===== src/rpc_pkg.sv =====
package rpc_pkg;
  // ---------------------------------------------------------------
  // Register offsets, byte addresses on the APB bus.
  // ---------------------------------------------------------------
  localparam logic [7:0] OFS_CTRL0_FIRST  = 8'h00;
  localparam logic [7:0] OFS_CTRL0_SECOND = 8'h04;
  localparam logic [7:0] OFS_CTRL1_FIRST  = 8'h08;
  localparam logic [7:0] OFS_CTRL2_FIRST  = 8'h0C;
  localparam logic [7:0] OFS_CTRL2_SECOND = 8'h10;
  localparam logic [7:0] OFS_STATUS       = 8'h14;
  localparam logic [7:0] OFS_IRQ_ENABLE   = 8'h18;
  localparam logic [7:0] OFS_CMP_CTRL     = 8'h1C;
  localparam logic [7:0] OFS_CMP_DATA     = 8'h20;
  localparam logic [7:0] OFS_HDR_LIM_1ST  = 8'h24;
  localparam logic [7:0] OFS_HDR_LIM_2ND  = 8'h28;
  localparam logic [7:0] OFS_DATA_LIM     = 8'h2C;
  localparam logic [7:0] OFS_RX_LOW       = 8'h30;
  localparam logic [7:0] OFS_RX_HIGH      = 8'h34;
  localparam logic [7:0] OFS_RX_BITS      = 8'h38;
  // ---------------------------------------------------------------
  // Status bit positions; the interrupt enable uses the same layout.
  // ---------------------------------------------------------------
  localparam int ST_CMP  = 0;
  localparam int ST_ERR  = 1;
  localparam int ST_RCV  = 2;
  localparam int ST_FULL = 3;
  localparam int ST_HDR  = 4;
  localparam int ST_ZERO = 5;
  localparam int ST_ONE  = 6;
  localparam int ST_SPEC = 7;
  localparam int ST_DONE = 8;
  localparam int CMP_EN_BIT = 3;  // Compare enable inside compare_control.
  // ---------------------------------------------------------------
  // Sizes, reset values and counts.
  // ---------------------------------------------------------------
  localparam logic [5:0]  RX_BITS_MAX  = 6'd47;   // Last buffer bit index.
  localparam logic [31:0] REG_RESET    = 32'h0000_0000;
  localparam int          FILTER_LEN   = 4;       // Equal samples to pass.
  localparam int          OPER_DELAY   = 2;       // Count-source cycles.
  localparam logic [5:0]  DIV1_LIMIT   = 6'd0;
  localparam logic [5:0]  DIV8_LIMIT   = 6'd7;
  localparam logic [5:0]  DIV32_LIMIT  = 6'd31;
  localparam logic [5:0]  DIV64_LIMIT  = 6'd63;
  // ---------------------------------------------------------------
  // Types.
  // ---------------------------------------------------------------
  typedef struct packed {
    logic [1:0] csrc;  // 0 subsystem, 1 main peripheral, 2/3 timer underflows.
    logic [1:0] cdiv;  // 0 /1, 1 /8, 2 /32, 3 /64.
    logic       sinv;  // Invert the input pin.
    logic       input_filter_enable;   // Four-sample input filter.
  } src_cfg_s;
  typedef struct packed {
    logic tick;        // One count-source cycle.
    logic level;       // Filtered internal level.
    logic rise;        // Rising edge of the internal level, on a tick.
  } front_s;
  typedef enum logic [1:0] {
    RX_HUNT = 2'b00,   // Waiting for a header.
    RX_DATA = 2'b01    // Header seen, data bits accepted.
  } rx_state_e;
endpackage


===== src/remote_pulse_rx.sv =====
// Function
// compare compare_data with first received byte
// software enables compare and loads pattern first
// width n compares bits n down to 0
// match sets compare_match_flag
// both units receive one signal; second classifies
// software selects source and pin in second
// count source selectable, divided by 1/8/32/64
// 48-bit buffer wraps to first bit
// software enables first then second unit
// operating_flag follows within two source cycles
// second unit operating flag reads meaningless zero
// four settings place header and special detection
// software uses only the four settings
// data before header sets error, keeps rest
// all flags and enables live in first
// second-unit detections report through first unit
// first unit requests interrupts; second never
// each unit limits bound its assigned pattern
// filter passes level after four equal samples
// compare uses earliest bits on every update; code re-checks only on writes into byte 0 from bit n on
module remote_pulse_rx
  import rpc_pkg::*;
(
  input  wire logic        CORE_CLK,
  input  wire logic        RST_N,
  input  wire logic        PSEL,
  input  wire logic        PENABLE,
  input  wire logic        PWRITE,
  input  wire logic [7:0]  PADDR,
  input  wire logic [31:0] PWDATA,
  output logic [31:0]      PRDATA,
  output logic             PREADY,
  output logic             PSLVERR,
  input  wire logic [3:0]  SRC_EN,
  input  wire logic        RC_PIN,
  output logic             IRQ
);
  // ---------------------------------------------------------------
  // Register state.
  // ---------------------------------------------------------------
  logic [2:0]  c0a_reg, c0a_next;    // First: run, header_enable, special_enable.
  logic [2:0]  c0b_reg, c0b_next;    // Second: run, sinv, input_filter_enable.
  logic [1:0]  c1_reg, c1_next;      // ext_header_select, ext_special_select.
  logic [3:0]  c2b_reg, c2b_next;    // Second: source select and divisor.
  logic [8:0]  st_reg, st_next;      // first_unit_status.
  logic [8:0]  ie_reg, ie_next;      // first_unit_irq_enable.
  logic [3:0]  cc_reg, cc_next;      // compare_control.
  logic [7:0]  cd_reg, cd_next;      // compare_data.
  logic [21:0] hl1_reg, hl1_next;    // First unit header_min/max_limit.
  logic [21:0] hl2_reg, hl2_next;    // Second unit header_min/max_limit.
  logic [31:0] dl_reg, dl_next;      // Data 0/1 min and max.
  logic [47:0] buf_reg, buf_next;    // Receive buffer.
  logic [5:0]  bc_reg, bc_next;      // received_bit_count.
  logic [15:0] per_reg, per_next;    // Pulse period in ticks.
  logic [1:0]  op_reg, op_next;      // Run-state delay pipe.
  rx_state_e   rx_reg, rx_next;      // Header tracking.
  logic [31:0] rd_reg, rd_next;      // Registered read data.
  // ---------------------------------------------------------------
  // Combinational helpers.
  // ---------------------------------------------------------------
  front_s      fr;                   // Tick, level and edge from the front end.
  src_cfg_s    cfg;                  // Second unit's source settings.
  logic        wr;                   // Write in access phase.
  logic        is_hdr;               // Period fits the header window.
  logic        is_sp;                // Period fits the special window.
  logic        is_d0;                // Period fits the data 0 window.
  logic        is_d1;                // Period fits the data 1 window.
  logic        pre_err;              // Pattern seen before a header.
  logic        cmp_hit;              // Compare match this cycle.
  logic        bit_wr;               // A data bit is stored this cycle.
  logic [21:0] hlim;                 // Limits used for the header.
  logic [21:0] slim;                 // Limits used for special data.
  logic        mapped;               // Address hits a register.
  logic [31:0] rmux;                 // Read mux.
  logic        oper;                 // operating_flag.

  // Inclusive window test, used for all four patterns.
  function automatic logic in_win(input logic [15:0] v, input logic [10:0] lo,
                                  input logic [10:0] hi);
    in_win = (v >= {5'd0, lo}) && (v <= {5'd0, hi});
  endfunction

  // Mask of bits n down to 0.
  function automatic logic [7:0] cmp_mask(input logic [2:0] n);
    cmp_mask = 8'hFF >> (3'd7 - n);
  endfunction

  // ---------------------------------------------------------------
  // Input front end: pin, source and filter all follow the second unit.
  // ---------------------------------------------------------------
  // The first unit's own source fields are not built, so it always counts
  // on the second unit's source through the second unit's divider.
  assign cfg = '{csrc: c2b_reg[1:0], cdiv: c2b_reg[3:2], sinv: c0b_reg[1],
                 input_filter_enable: c0b_reg[2]};

  pulse_front u_front (
    .CORE_CLK (CORE_CLK),
    .RST_N    (RST_N),
    .CFG      (cfg),
    .SRC_EN   (SRC_EN),
    .PIN      (RC_PIN),
    .FRONT    (fr)
  );

  assign oper = op_reg[1];
  assign wr   = PSEL & PENABLE & PWRITE;

  // ---------------------------------------------------------------
  // Read mux and address decode.
  // ---------------------------------------------------------------
  always_comb begin
    mapped = 1'b1;
    case (PADDR)
      OFS_CTRL0_FIRST:  rmux = {29'd0, c0a_reg};
      OFS_CTRL0_SECOND: rmux = {29'd0, c0b_reg};
      OFS_CTRL1_FIRST:  rmux = {30'd0, c1_reg};
      // Operating and input-level flags reported only by the first unit.
      OFS_CTRL2_FIRST:  rmux = {30'd0, fr.level, oper};
      // The second unit's operating flag always reads zero.
      OFS_CTRL2_SECOND: rmux = {28'd0, c2b_reg};
      OFS_STATUS:       rmux = {23'd0, st_reg};
      OFS_IRQ_ENABLE:   rmux = {23'd0, ie_reg};
      OFS_CMP_CTRL:     rmux = {28'd0, cc_reg};
      OFS_CMP_DATA:     rmux = {24'd0, cd_reg};
      OFS_HDR_LIM_1ST:  rmux = {5'd0, hl1_reg[21:11], 5'd0, hl1_reg[10:0]};
      OFS_HDR_LIM_2ND:  rmux = {5'd0, hl2_reg[21:11], 5'd0, hl2_reg[10:0]};
      OFS_DATA_LIM:     rmux = dl_reg;
      OFS_RX_LOW:       rmux = buf_reg[31:0];
      OFS_RX_HIGH:      rmux = {16'd0, buf_reg[47:32]};
      OFS_RX_BITS:      rmux = {26'd0, bc_reg};
      default: begin
        rmux   = REG_RESET;
        mapped = 1'b0;
      end
    endcase
  end

  // Zero wait states; the read word is captured in the setup phase.
  assign PREADY  = 1'b1;
  assign PSLVERR = PSEL & PENABLE & ~mapped;
  assign PRDATA  = rd_reg;
  // Each unit's header limits serve whatever pattern it is assigned.
  assign hlim = c1_reg[0] ? hl2_reg : hl1_reg;
  assign slim = c1_reg[1] ? hl2_reg : hl1_reg;

  // ---------------------------------------------------------------
  // Pulse classification.
  // ---------------------------------------------------------------
  // Data windows are decoded once for the single combined signal.
  always_comb begin
    is_hdr  = fr.rise & oper & c0a_reg[1] & in_win(per_reg, hlim[10:0], hlim[21:11]);
    is_sp   = fr.rise & oper & c0a_reg[2] & in_win(per_reg, slim[10:0], slim[21:11]);
    is_d0   = fr.rise & oper & in_win(per_reg, {3'd0, dl_reg[7:0]},
                                       {3'd0, dl_reg[15:8]});
    is_d1   = fr.rise & oper & in_win(per_reg, {3'd0, dl_reg[23:16]},
                                       {3'd0, dl_reg[31:24]});
    pre_err = ~is_hdr & c0a_reg[1] & (rx_reg == RX_HUNT)
              & (is_d0 | is_d1 | is_sp);
    bit_wr  = ~is_hdr & ~is_sp & ~pre_err & (is_d0 | is_d1);
  end

  // ---------------------------------------------------------------
  // Next-state logic for all registers except the check helpers.
  // ---------------------------------------------------------------
  always_comb begin
    c0a_next = c0a_reg;
    c0b_next = c0b_reg;
    c1_next  = c1_reg;
    c2b_next = c2b_reg;
    st_next  = st_reg;
    ie_next  = ie_reg;
    cc_next  = cc_reg;
    cd_next  = cd_reg;
    hl1_next = hl1_reg;
    hl2_next = hl2_reg;
    dl_next  = dl_reg;
    buf_next = buf_reg;
    bc_next  = bc_reg;
    per_next = per_reg;
    op_next  = op_reg;
    rx_next  = rx_reg;
    cmp_hit  = 1'b0;
    rd_next  = (PSEL & ~PENABLE & ~PWRITE) ? rmux : rd_reg;
    // Software writes first; hardware events are merged after them.
    if (wr) begin
      case (PADDR)
        OFS_CTRL0_FIRST:  c0a_next = PWDATA[2:0];
        OFS_CTRL0_SECOND: c0b_next = PWDATA[2:0];
        OFS_CTRL1_FIRST:  c1_next  = PWDATA[1:0];
        OFS_CTRL2_SECOND: c2b_next = PWDATA[3:0];
        // Writing zero clears a flag; writing one leaves it.
        OFS_STATUS:       st_next  = st_reg & PWDATA[8:0];
        OFS_IRQ_ENABLE:   ie_next  = PWDATA[8:0];
        OFS_CMP_CTRL:     cc_next  = PWDATA[3:0];
        OFS_CMP_DATA:     cd_next  = PWDATA[7:0];
        OFS_HDR_LIM_1ST:  hl1_next = {PWDATA[26:16], PWDATA[10:0]};
        OFS_HDR_LIM_2ND:  hl2_next = {PWDATA[26:16], PWDATA[10:0]};
        OFS_DATA_LIM:     dl_next  = PWDATA;
        default: begin
        end
      endcase
    end
    // Run state moves on ticks only, so it settles within two of them.
    if (fr.tick) begin
      op_next = {op_reg[0], c0a_reg[0] & c0b_reg[0]};
    end
    // Period counter saturates so a long idle cannot wrap into a window.
    if (fr.rise) begin
      per_next = 16'd0;
    end else if (fr.tick && per_reg != 16'hFFFF) begin
      per_next = per_reg + 16'd1;
    end
    // An idle gap past the header maximum ends a frame.
    if (rx_reg == RX_DATA && per_reg > {5'd0, hlim[21:11]} && !fr.rise) begin
      rx_next          = RX_HUNT;
      st_next[ST_RCV]  = 1'b0;
      st_next[ST_DONE] = 1'b1;
    end
    // Detections from either unit land in the first unit's status.
    if (is_hdr) begin
      rx_next         = RX_DATA;
      st_next[ST_HDR] = 1'b1;
      st_next[ST_RCV] = 1'b1;
    end else if (pre_err) begin
      st_next[ST_ERR] = 1'b1;
    end else if (is_sp) begin
      st_next[ST_SPEC] = 1'b1;
    end else if (bit_wr) begin
      buf_next[bc_reg] = is_d1;
      st_next[ST_ZERO] = st_next[ST_ZERO] | is_d0;
      st_next[ST_ONE]  = st_next[ST_ONE] | is_d1;
      // The 49th bit overwrites bit 0 again.
      if (bc_reg == RX_BITS_MAX) begin
        bc_next          = 6'd0;
        st_next[ST_FULL] = 1'b1;
      end else begin
        bc_next = bc_reg + 6'd1;
      end
      // Earliest bits sit low in byte 0; re-check on every write there once
      // bit n is in, since a part-filled byte padded with zeros would match
      // a pattern that the line never carried.
      if (cc_reg[CMP_EN_BIT] && bc_reg < 6'd8
          && bc_reg >= {3'd0, cc_reg[2:0]}) begin
        cmp_hit = ((buf_next[7:0] ^ cd_reg) & cmp_mask(cc_reg[2:0])) == 8'h00;
      end
      st_next[ST_CMP] = st_next[ST_CMP] | cmp_hit;
    end
  end

  // ---------------------------------------------------------------
  // Register stage.
  // ---------------------------------------------------------------
  always_ff @(posedge CORE_CLK) begin
    if (!RST_N) begin
      c0a_reg <= REG_RESET[2:0];
      c0b_reg <= REG_RESET[2:0];
      c1_reg  <= REG_RESET[1:0];
      c2b_reg <= REG_RESET[3:0];
      st_reg  <= REG_RESET[8:0];
      ie_reg  <= REG_RESET[8:0];
      cc_reg  <= REG_RESET[3:0];
      cd_reg  <= REG_RESET[7:0];
      hl1_reg <= REG_RESET[21:0];
      hl2_reg <= REG_RESET[21:0];
      dl_reg  <= REG_RESET;
      buf_reg <= {REG_RESET[15:0], REG_RESET};
      bc_reg  <= REG_RESET[5:0];
      per_reg <= REG_RESET[15:0];
      op_reg  <= REG_RESET[1:0];
      rx_reg  <= RX_HUNT;
      rd_reg  <= REG_RESET;
    end else begin
      c0a_reg <= c0a_next;
      c0b_reg <= c0b_next;
      c1_reg  <= c1_next;
      c2b_reg <= c2b_next;
      st_reg  <= st_next;
      ie_reg  <= ie_next;
      cc_reg  <= cc_next;
      cd_reg  <= cd_next;
      hl1_reg <= hl1_next;
      hl2_reg <= hl2_next;
      dl_reg  <= dl_next;
      buf_reg <= buf_next;
      bc_reg  <= bc_next;
      per_reg <= per_next;
      op_reg  <= op_next;
      rx_reg  <= rx_next;
      rd_reg  <= rd_next;
    end
  end

  // Single request line from the first unit's status and enables.
  assign IRQ = |(st_reg & ie_reg);

  // ---------------------------------------------------------------
  // Check helpers: ticks seen while the run request holds still.
  // ---------------------------------------------------------------
  logic       run_q_reg, run_q_next;          // Run request one cycle ago.
  logic [1:0] run_ticks_reg, run_ticks_next;  // Steady ticks, saturating at three.

  // The count restarts whenever the request moves, so the flag is judged
  // only once two whole ticks have passed with a steady request.
  always_comb begin
    run_q_next     = c0a_reg[0] & c0b_reg[0];
    run_ticks_next = run_ticks_reg;
    if (run_q_next != run_q_reg) begin
      run_ticks_next = 2'd0;
    end else if (fr.tick && run_ticks_reg != 2'd3) begin
      run_ticks_next = run_ticks_reg + 2'd1;
    end
  end

  // Helper registers for the checks below.
  always_ff @(posedge CORE_CLK) begin
    if (!RST_N) begin
      run_q_reg     <= 1'b0;
      run_ticks_reg <= 2'd0;
    end else begin
      run_q_reg     <= run_q_next;
      run_ticks_reg <= run_ticks_next;
    end
  end
endmodule


===== src/pulse_front.sv =====
module pulse_front
  import rpc_pkg::*;
(
  input  wire logic     CORE_CLK,
  input  wire logic     RST_N,
  input  wire src_cfg_s CFG,
  input  wire logic [3:0] SRC_EN,
  input  wire logic     PIN,
  output front_s        FRONT
);
  // ---------------------------------------------------------------
  // Count source: selected enable, then the divider.
  // ---------------------------------------------------------------
  logic [5:0] div_reg, div_next;     // Divider count.
  logic [3:0] smp_reg, smp_next;     // Last four input samples.
  logic       lvl_reg, lvl_next;     // Filtered level.
  logic       tick_reg, tick_next;   // Registered tick.
  logic       rise_reg, rise_next;   // Registered rising edge.
  logic [5:0] limit;                 // Divider wrap value.
  logic       src_pulse;             // Undivided source enable.

  // The divider limit is a table lookup so that no multiply is built.
  function automatic logic [5:0] div_limit(input logic [1:0] code);
    case (code)
      2'd1:    div_limit = DIV8_LIMIT;
      2'd2:    div_limit = DIV32_LIMIT;
      2'd3:    div_limit = DIV64_LIMIT;
      default: div_limit = DIV1_LIMIT;
    endcase
  endfunction

  // Next state of divider, sampler and filter.
  always_comb begin
    limit     = div_limit(CFG.cdiv);
    src_pulse = SRC_EN[CFG.csrc];
    div_next  = div_reg;
    smp_next  = smp_reg;
    lvl_next  = lvl_reg;
    tick_next = 1'b0;
    rise_next = 1'b0;
    if (src_pulse) begin
      if (div_reg >= limit) begin
        div_next  = 6'd0;
        tick_next = 1'b1;
      end else begin
        div_next = div_reg + 6'd1;
      end
    end
    if (tick_next) begin
      smp_next = {smp_reg[2:0], PIN ^ CFG.sinv};
      // A glitch shorter than four ticks never reaches the decoder.
      if (!CFG.input_filter_enable) begin
        lvl_next = smp_next[0];
      end else if (smp_next == {FILTER_LEN{smp_next[0]}}) begin
        lvl_next = smp_next[0];
      end
      rise_next = lvl_next & ~lvl_reg;
    end
  end

  // Register stage.
  always_ff @(posedge CORE_CLK) begin
    if (!RST_N) begin
      div_reg  <= 6'd0;
      smp_reg  <= 4'd0;
      lvl_reg  <= 1'b0;
      tick_reg <= 1'b0;
      rise_reg <= 1'b0;
    end else begin
      div_reg  <= div_next;
      smp_reg  <= smp_next;
      lvl_reg  <= lvl_next;
      tick_reg <= tick_next;
      rise_reg <= rise_next;
    end
  end

  assign FRONT = '{tick: tick_reg, level: lvl_reg, rise: rise_reg};
endmodule


===== config.mk =====
export PLATFORM = sky130hd
export DESIGN_NAME = remote_pulse_rx
export DESIGN_NICKNAME = d
export VERILOG_FILES = /design/src/rpc_pkg.sv /design/src/remote_pulse_rx.sv /design/src/pulse_front.sv
export SDC_FILE = /design/constraint.sdc
export NUM_CORES = 1
export LEC_CHECK = 0
export ABC_CLOCK_PERIOD_IN_PS = 10700
export BUFFER_PORTS_ARGS = -buffer_cell sky130_fd_sc_hd__buf_2
export CAP_MARGIN = 5
export CORE_ASPECT_RATIO = 2
export CORE_MARGIN = 5
export CORE_UTILIZATION = 50
export CTS_CLUSTER_SIZE = 14
export DETAILED_ROUTE_END_ITERATION = 16
export HOLD_SLACK_MARGIN = 0.05
export PLACE_DENSITY = 0.67
export SYNTH_ARGS = -nofsm -noshare
export SYNTH_HDL_FRONTEND = slang
export SYNTH_SLANG_ARGS = --single-unit

===== constraint.sdc =====
create_clock -name CORE_CLK -period 10.7 [get_ports CORE_CLK]
set_input_delay 0.535 -clock CORE_CLK [delete_from_list [all_inputs] [get_ports CORE_CLK]]
set_output_delay 0.535 -clock CORE_CLK [all_outputs]
set_load 0.03 [all_outputs]

[After elaboration in Yosys (flattened, before gate mapping)]
Cells that the tools add are included.
Cells by class
  add/sub/neg operators: 4
  $lt $le $gt $ge: 15
  eq/ne operators: 20
  shifts and indexed selects: 1
  muxes and demuxes: 45
  bitwise gates (word level): 38
  reduce and logical (&&, ||, !) cells: 39
Operators by type and width (count)
  case mux 32 bit (15 select lines): 1
  == test 8 x 6 -> 1 bit, second input constant: 7
  bitwise mux 48 bit: 1
  2-to-1 mux 22 bit: 2
  == test 8 x 5 -> 1 bit, second input constant: 4
  greater-or-equal comparator 16 x 11 -> 1 bit: 2
  greater-or-equal comparator 16 x 8 -> 1 bit: 2
  <= comparator 16 x 11 -> 1 bit: 2
  <= comparator 16 x 8 -> 1 bit: 2
  2-to-1 mux 1 bit: 29
  AND reduction 2 bit: 14
  AND 1 bit: 20
  AND 9 bit: 2
  2-to-1 mux 9 bit: 2
  case mux 6 bit (3 select lines): 1
  adder 16 x 1 -> 16 bit, second input constant: 1
  == test 8 x 4 -> 1 bit, second input constant: 2
  > comparator 16 x 11 -> 1 bit: 1
  zero test 8 bit: 2
  != test 16 bit, second input constant: 1
  OR reduction 15 bit: 1
  adder 6 x 1 -> 6 bit, second input constant: 2
  2-to-1 mux 6 bit: 2
  logical AND 1 bit: 10
  29 further kinds: 49
Storage, ports and cells
  register bits after elaboration: 235
  input bits: 50
  output and inout port bits: 35

[Depth between registers and ports, before layout]
Gate-level depths: netlist (run 1).
  depth in word-level cells: 20
  gate-level depth with buffers: 14
  gate-level depth less buffers: 10

[By module]
Synthesis (run 1) repeated with hierarchy kept, for this count alone.
Unflattened totals
  cell total of the unflattened synthesis: 1547
  area total of the unflattened synthesis: 12615.8 µm²
By module, submodules not included
  remote_pulse_rx: instances 1, cells an instance 1475, area each 11956.5 µm², seq. area each 4464.3 µm²
  pulse_front: instances 1, cells an instance 72, area each 659.4 µm², seq. area each 240.2 µm²

[Least setup slack after synthesis (run 1)]
OpenSTA, ideal clock, no wires.
  path kind: flip-flop to flip-flop
  from: reg c1_reg[1]
  to: reg buf_reg[12]
  data arrival time: 3.370 ns
  required time: 10.626 ns
  setup slack: 7.256 ns
  cell stages (with the launch flop): 14
  cells stage by stage: dfxtp_1 -> clkbuf_1 -> buf_1 -> mux2i_1 -> ha_1 -> a21o_1 -> a211o_1 -> a2111oi_0 -> o21a_1 -> nor4_1 -> nand3b_1 -> or3_1 -> clkbuf_1 -> o21ai_0
Between the ends
  longest elaborated chain between the ends: 10
RTL lines
  from (decl): line remote_pulse_rx.sv:44  | logic [1:0] c1_reg, c1_next;
  from (signal assigned): line remote_pulse_rx.sv:258  | c1_reg <= REG_RESET[1:0];
  from (signal assigned): line remote_pulse_rx.sv:276  | c1_reg <= c1_next;
  2-to-1 mux 22 bit (*): line remote_pulse_rx.sv:145  | assign slim = c1_reg[1] ? hl2_reg : hl1_reg;
  greater-or-equal comparator 16 x 11 -> 1 bit or <= comparator 16 x 11 -> 1 bit (tied branches): line remote_pulse_rx.sv:81  | in_win = (v >= {5'd0, lo}) && (v <= {5'd0, hi});
  logical AND 1 bit (*): line remote_pulse_rx.sv:81
  AND 1 bit (*): line remote_pulse_rx.sv:153  | is_sp = fr.rise & oper & c0a_reg[2] & in_win(per_reg, slim[10:0], slim[21:11]);
  bitwise OR 1 bit: line remote_pulse_rx.sv:159  | & (is_d0 | is_d1 | is_sp);
  AND 1 bit: line remote_pulse_rx.sv:159
  inverter 1 bit (no line)
  AND 1 bit (2 in a row): line remote_pulse_rx.sv:160  | bit_wr = ~is_hdr & ~is_sp & ~pre_err & (is_d0 | is_d1);
  AND reduction 4 bit (no line) (*)
  to (signal assigned): line remote_pulse_rx.sv:267  | buf_reg <= {REG_RESET[15:0], REG_RESET};
  to (signal assigned): line remote_pulse_rx.sv:285  | buf_reg <= buf_next;
  to (decl): line remote_pulse_rx.sv:53  | logic [47:0] buf_reg, buf_next;
Mark *: on every way between the ends. The rest lies on a longest branch, timed or not.
A chain may end at the register's enable or synchronous reset.

[Worst setup path in the final report (run 1)]
  from: reg c1_reg[1]
  to: reg buf_reg[13]
The elaborated chain is that of the path after synthesis.

==> results of run 1 <==
critical path: stages, from the launching register on:
cell,delay (ns)
dfxtp_1,0.31
buf_4,0.37
mux2_2,0.39
ha_1,0.27
nand2b_1,0.09
a21o_1,0.12
a211oi_1,0.10
o21a_1,0.20
nor4_1,0.81
nand3b_1,0.40
or3_1,0.35
o21ai_0,0.13
cell usage after synthesis, types with 14 or more instances:
cell type,count
dfxtp_1,235
a21oi_1,167
a211oi_1,15
nor3_1,21
a32o_1,25
nor2_1,84
or3_1,15
nand4_1,14
nand2_1,249
inv_1,43
nand3_1,83
xor2_1,14
mux2i_1,55
clkbuf_1,87
a22oi_1,28
o21ai_1,14
a221oi_1,37
ha_1,88
o311ai_0,22
o21ai_0,60
cell families (layout without fill, tap and decap cells):
| logic type | after synthesis | after routing |
|---|---|---|
| AO/OA/AOI/OAI | 450 | 450 |
| XOR/XNOR | 24 | 24 |
| adder cells (fa/ha/maj) | 88 | 88 |
| buffers and inverters | 147 | 183 |
| flip-flops | 235 | 235 |
| multiplexers | 62 | 62 |
| other | 1 | 2 |
| AND/OR/NAND/NOR | 531 | 531 |
routing by layer:
metal / track usage [%] / share of wire [%] / up-vias
met2: 52.0 / 50 / 523
li1: - / - / 5694
met1: 32.4 / 36 / 5793
met3: 2.98 / 5.2 / 190
met4: 22.8 / 8.8 / 0
met5: 0 / 0 / -
power by group:
group          internal [W]  switching, W   total, W
Clock              0.000496      0.000346   0.000843
Combinational     0.0000277     0.0000673  0.0000950
Sequential         0.000882    0.00000604   0.000888
Total               0.00141      0.000420    0.00183
stage by stage:
stage          setup WS, ns  utilization, %  hold WS [ns]  cells
3_3_place_gp           7.22            53.0         0.443   1874
2_1_floorplan          7.26               -         0.432   1538
5_1_grt                6.78            56.1         0.250   1911
3_5_place_dp           7.11            53.0         0.449   1874
4_1_cts                7.06            56.1         0.241   1910
6_report               7.02            56.1         0.245   1911
worst max-delay path by stage:
stage	start	slack (ns)	endpoint
finish	c1_reg[1]	7.02	buf_reg[13]
global route	c1_reg[1]	6.78	buf_reg[8]
CTS	c1_reg[1]	7.06	buf_reg[13]
detailed placement	c1_reg[1]	7.11	buf_reg[13]
global placement	c1_reg[1]	7.22	buf_reg[27]
floorplan	c1_reg[1]	7.26	buf_reg[12]
area by class of cell:
type | count | share of cell area, %
Antenna cell | 1 | 0.0178
Clock buffer | 31 | 4.67
Clock inverter | 5 | 0.713
Inverter | 44 | 1.19
Multi-Input combinational cell | 1156 | 52.9
Sequential cell | 235 | 33.5
Tap cell | 336 | 2.99
Timing Repair Buffer | 103 | 4.03
==> results.ini, run 1 <==
[yosys]
ys_types = 74
async_reset_ff_share_pct = 0
synth-edff-count = 0
synth-seq-cells = 235
ys_top_cells_by_area = dfxtp_1, ha_1, nand2_1, a21oi_1, mux2i_1
ys_seq_area_share_pct = 37.1
synth_compound_area_share_pct = 23.6
avgSynthCellArea_um2 = 8.25
yosys.area_share.simple_pct = 19.3
synth_top_area_cell = dfxtp_1
synth_fa_ha_area_share_pct = 8.68
synthCells = 1538
yosys.area.top_type_share_pct = 37.1
synth.area.mux_share_pct = 5.05
synth_top_family_by_area = compound AO/OA/AOI/OAI gates
synth.yosys.warnings = 0
synth_nets = 1676
synth-xor-area-share_pct = 1.66
ys.flop_type = dfxtp_1
syn-cell-area_mm2 = 0.0127

[finish]
synthToLayoutAreaGrowth_pct = 10.6
final_common_cell = nand2_1
fillers = 2404
layout_common_cells = nand2_1, dfxtp_1, a21oi_1, ha_1
largest_reg_flops = 48
drive_above_1_share_pct = 10.6
regArea_mm2 = 0.00470
final_cell_area_mm2 = 0.0140
finalNetCount = 1700
multi_input_area_mm2 = 0.00742

[clock_network]
clock_sinks = 235
cts_root_buf = clkbuf_16
numCtsBuffers = 22
cts_max_level = 1
clk_path_buf_depth = 3
cts_tree = done
cts_resized = 0
clkTransAtPathRegs_ns = 0.07
clock_latency_ns = 0.53
holdBufCountCts = 0
cts_setup_buffers = 0

[worst_setup_path]
crit_fanout = 24
critical_path_class = flip-flop to flip-flop
r2r_slack_ns = 7.02
reg2reg_to = buf_reg[13]
critPathArrivalTime_ns = 4.08
required_ns = 11.09
critPathLaunchType = flip-flop
r2r_start = c1_reg[1]
endpoint_kind = flip-flop
reg2regPathDepth = 11

[grt]
grt_usage_pct = 29.9
grt_max_degree = 81
grt_pass1_vias = 12100
antenna_found_initial = 1
overflow = 0
grt_pass1_wl_um = 67300

[floorplan]
initial_core_util_pct = 50.7
die_h_um = 235
core_area_mm2 = 0.0250
dieArea_mm2 = 0.0289
ios = 85
rows = 82
die_width_um = 123

[power_and_ir_drop]
powerDensity_mw_per_mm2 = 130
p_leak_nw = 4.86
finalPower_w = 0.00183
ir_drop_v = 0.000105

[timing]
fin_crit_ns = 3.68
slew_headroom_pct = 23.2
worst_slew_pin_slew_ns = 1.15
hold_viol = 0
setup_tns_ns = 0
final-setup-viol-count = 0
fin_crit_sh_pct = 34.4
fmax_mhz = 272
rsz0062_at_grt = no
finalClockSkew_ns = 0.0134
drv_slew = 0

[placement]
place.gp.congestion = 0.933
placed_area_mm2 = 0.0133
place_hpwl_um = 31700
portBuffers = 83

[detailed_routing]
dr.pass1.iters = 6
drc = 0
via_count = 12200
wl_per_cell_um = 22.8
antenna_left = 0
drt_iter0_markers = 1092
avgViaCountPerCell = 6.38
wl_um = 43600

[status]
status = finished clean

[run]
maxCapViolCount = 0

[min_path]
holdPathStages = 3
hold_class = input port to flip-flop
min_to = dl_reg[12]
hold_start = PWDATA[12]

Note: power is estimated with default switching activity, not from simulation.
==> run 2: changes to the inputs <==
--- a/config.mk
+++ b/config.mk
@@ -5,7 +5,7 @@
 export SDC_FILE = /design/constraint.sdc
 export NUM_CORES = 1
 export LEC_CHECK = 0
-export ABC_CLOCK_PERIOD_IN_PS = 10700
+export ABC_CLOCK_PERIOD_IN_PS = 3600
 export BUFFER_PORTS_ARGS = -buffer_cell sky130_fd_sc_hd__buf_2
 export CAP_MARGIN = 5
 export CORE_ASPECT_RATIO = 2
==> constraint.sdc (replaced) <==
create_clock -name CORE_CLK -period 3.6 [get_ports CORE_CLK]
set_input_delay 0.18 -clock CORE_CLK [delete_from_list [all_inputs] [get_ports CORE_CLK]]
set_output_delay 0.18 -clock CORE_CLK [all_outputs]
set_load 0.03 [all_outputs]
==> run 2 against run 1 <==
Clock-buffer cell count up 2. Global-route usage increased by 1.9 points. Power grew to 3.0 times the previous value. Hold slack lost 0.015 ns. Critical path type unchanged. Highest routed layer unchanged.
==> results.ini, run 2 (synthesis gave the netlist of run 1 again) <==
[status]
status = finished clean

[worst_setup_path]
r2r_slack_ns = 0.31  ; -6.71 ns
slowest_delay_ns = 0.48  ; -0.33 ns
reg2reg_to = buf_reg[45]
endpoint_kind = flip-flop
r2r_start = c1_reg[1]
path_common_cell = buf_4
critPathArrivalTime_ns = 3.75  ; -0.33 ns
critical_path_class = flip-flop to flip-flop
crit_fanout = 8  ; -67%
slowest_stage = or3_1
reg2regPathDepth = 13  ; +2
crit_chain = buf_4 > mux2_2 > ha_1 > nand2b_1 > a21o_1 > a211oi_1 > o21a_1 > nor4_1 > buf_4 > nand3b_1 > buf_4 > or3_1 > o21ai_1
required_ns = 4.06  ; -7.03 ns
critPathLaunchType = flip-flop
startpoint = c1_reg[1]

[min_path]
holdPathStages = 4  ; +1
hold_class = input port to flip-flop
min_to = u_front.div_reg[0]
hold_start = SRC_EN[0]

[clock_network]
cts_setup_buffers = 0  ; unchanged
cts_resized = 0  ; unchanged
clkTransAtPathRegs_ns = 0.06  ; about the same
cts_root_buf = clkbuf_16
clock_sinks = 235  ; unchanged
cts_tree = done
clk_path_buf_depth = 3  ; unchanged
holdBufCountCts = 34  ; +34
clock_latency_ns = 0.54  ; about the same
cts_max_level = 1  ; unchanged
numCtsBuffers = 23  ; +4.5%

[timing]
fin_crit_ns = 3.29  ; -0.394 ns
hold_viol = 0  ; unchanged
worst_slew_pin_slew_ns = 0.917  ; -0.233 ns
fmax_mhz = 304  ; +12%
setup_tns_ns = 0  ; unchanged
slew_headroom_pct = 38.7  ; +15 points
finalClockSkew_ns = 0.0132  ; -0.000292 ns
final-setup-viol-count = 0  ; unchanged
drv_slew = 0  ; unchanged
rsz0062_at_grt = no
fin_crit_sh_pct = 91.4  ; +57 points

[grt]
grt_usage_pct = 31.8  ; +1.9 points
grt_max_degree = 55  ; -32%
grt_pass1_vias = 12500  ; +3.3%
overflow = 0  ; unchanged
antenna_found_initial = 1  ; unchanged
grt_pass1_wl_um = 70800  ; +5.1%

[floorplan]
die_width_um = 123  ; unchanged
initial_core_util_pct = 50.7  ; unchanged
core_area_mm2 = 0.0250  ; unchanged
rows = 82  ; unchanged
dieArea_mm2 = 0.0289  ; unchanged
die_h_um = 235  ; unchanged
ios = 85  ; unchanged

[detailed_routing]
antenna_left = 0  ; unchanged
wl_um = 46600  ; +6.7%
drt_iter0_markers = 1056  ; -3.3%
drc = 0  ; unchanged
dr.pass1.iters = 5  ; -1
via_count = 12600  ; +3.5%
avgViaCountPerCell = 6.32  ; -1.0%
wl_per_cell_um = 23.3  ; +2.0%

[finish]
final_cell_area_mm2 = 0.0148  ; +5.3%
finalNetCount = 1783  ; +4.9%
synthToLayoutAreaGrowth_pct = 16.4
drive_above_1_share_pct = 13.1  ; +2.5 points
layout_common_cells = nand2_1, dfxtp_1, a21oi_1, ha_1
largest_reg_flops = 48  ; unchanged
final_common_cell = nand2_1
fillers = 2313  ; -3.8%

[power_and_ir_drop]
finalPower_w = 0.00545  ; +200%
ir_drop_v = 0.000347  ; +230%
powerDensity_mw_per_mm2 = 369  ; +180%
p_leak_nw = 5.25  ; +8.1%

[placement]
portBuffers = 83  ; unchanged
placed_area_mm2 = 0.0137  ; +3.0%
place_hpwl_um = 34400  ; +8.4%
place.gp.congestion = 1.02  ; +8.9%

[run]
maxCapViolCount = 0  ; unchanged

run 2: how the worst max path moves through the flow:
| stage | depth (start not counted) | slack [ns] | to |
|---|---|---|---|
| 3_3_place_gp | 13 | 0.41 | buf_reg[8] |
| 5_1_grt | 12 | 0.11 | buf_reg[8] |
| 6_report | 13 | 0.31 | buf_reg[45] |
| 4_1_cts | 13 | 0.33 | buf_reg[8] |
| 3_5_place_dp | 12 | 0.38 | buf_reg[12] |
| 2_1_floorplan | 13 | 0.16 | buf_reg[12] |
run 2: power breakdown:
| group | leakage, nW | total [W] | switching (W) | internal [W] |
|---|---|---|---|---|
| logic | 2.98 | 0.000330 | 0.000219 | 0.000111 |
| clock network | 0.372 | 0.00248 | 0.00107 | 0.00141 |
| registers | 1.90 | 0.00264 | 0.0000186 | 0.00262 |
run 2: metrics by stage:
step / setup slack [ns] / hold slack, ns / cells / util (%)
2_1_floorplan: 0.156 / 0.316 / 1538 / -
6_report: 0.311 / 0.230 / 1999 / 59.0
4_1_cts: 0.329 / 0.219 / 1998 / 59.0
3_5_place_dp: 0.376 / 0.430 / 1922 / 54.6
3_3_place_gp: 0.406 / 0.426 / 1922 / 54.6
5_1_grt: 0.107 / 0.263 / 1999 / 59.0
run 2: area by class of cell:
| cell class | instances | area (µm²) | share of cell area [%] |
|---|---|---|---|
| clock inverters | 9 | 105 | 0.711 |
| repair buffers | 185 | 1300 | 8.82 |
| flip-flops and latches | 235 | 4700 | 31.8 |
| clock buffers | 33 | 653 | 4.42 |
| multi-input cells | 1156 | 7420 | 50.2 |
| well taps | 336 | 420 | 2.84 |
| diodes | 1 | 2.50 | 0.0169 |
| inverters | 44 | 168 | 1.13 |
run 2: metal layers:
layer	wire, µm	global-route usage, %	up-vias
met5	0	0	-
met1	16000	33.3	5980
li1	-	-	5855
met3	2620	4.40	229
met2	23100	54.7	566
met4	4820	26.2	0
run 2: critical path, delay by kind of cell (launching register included):
kind,cells,cell delay (ns)
simple gates,4,0.87
compound gates,4,0.75
buf+inv,3,0.55
flops,1,0.43
mux,1,0.35
fa+ha+maj,1,0.27
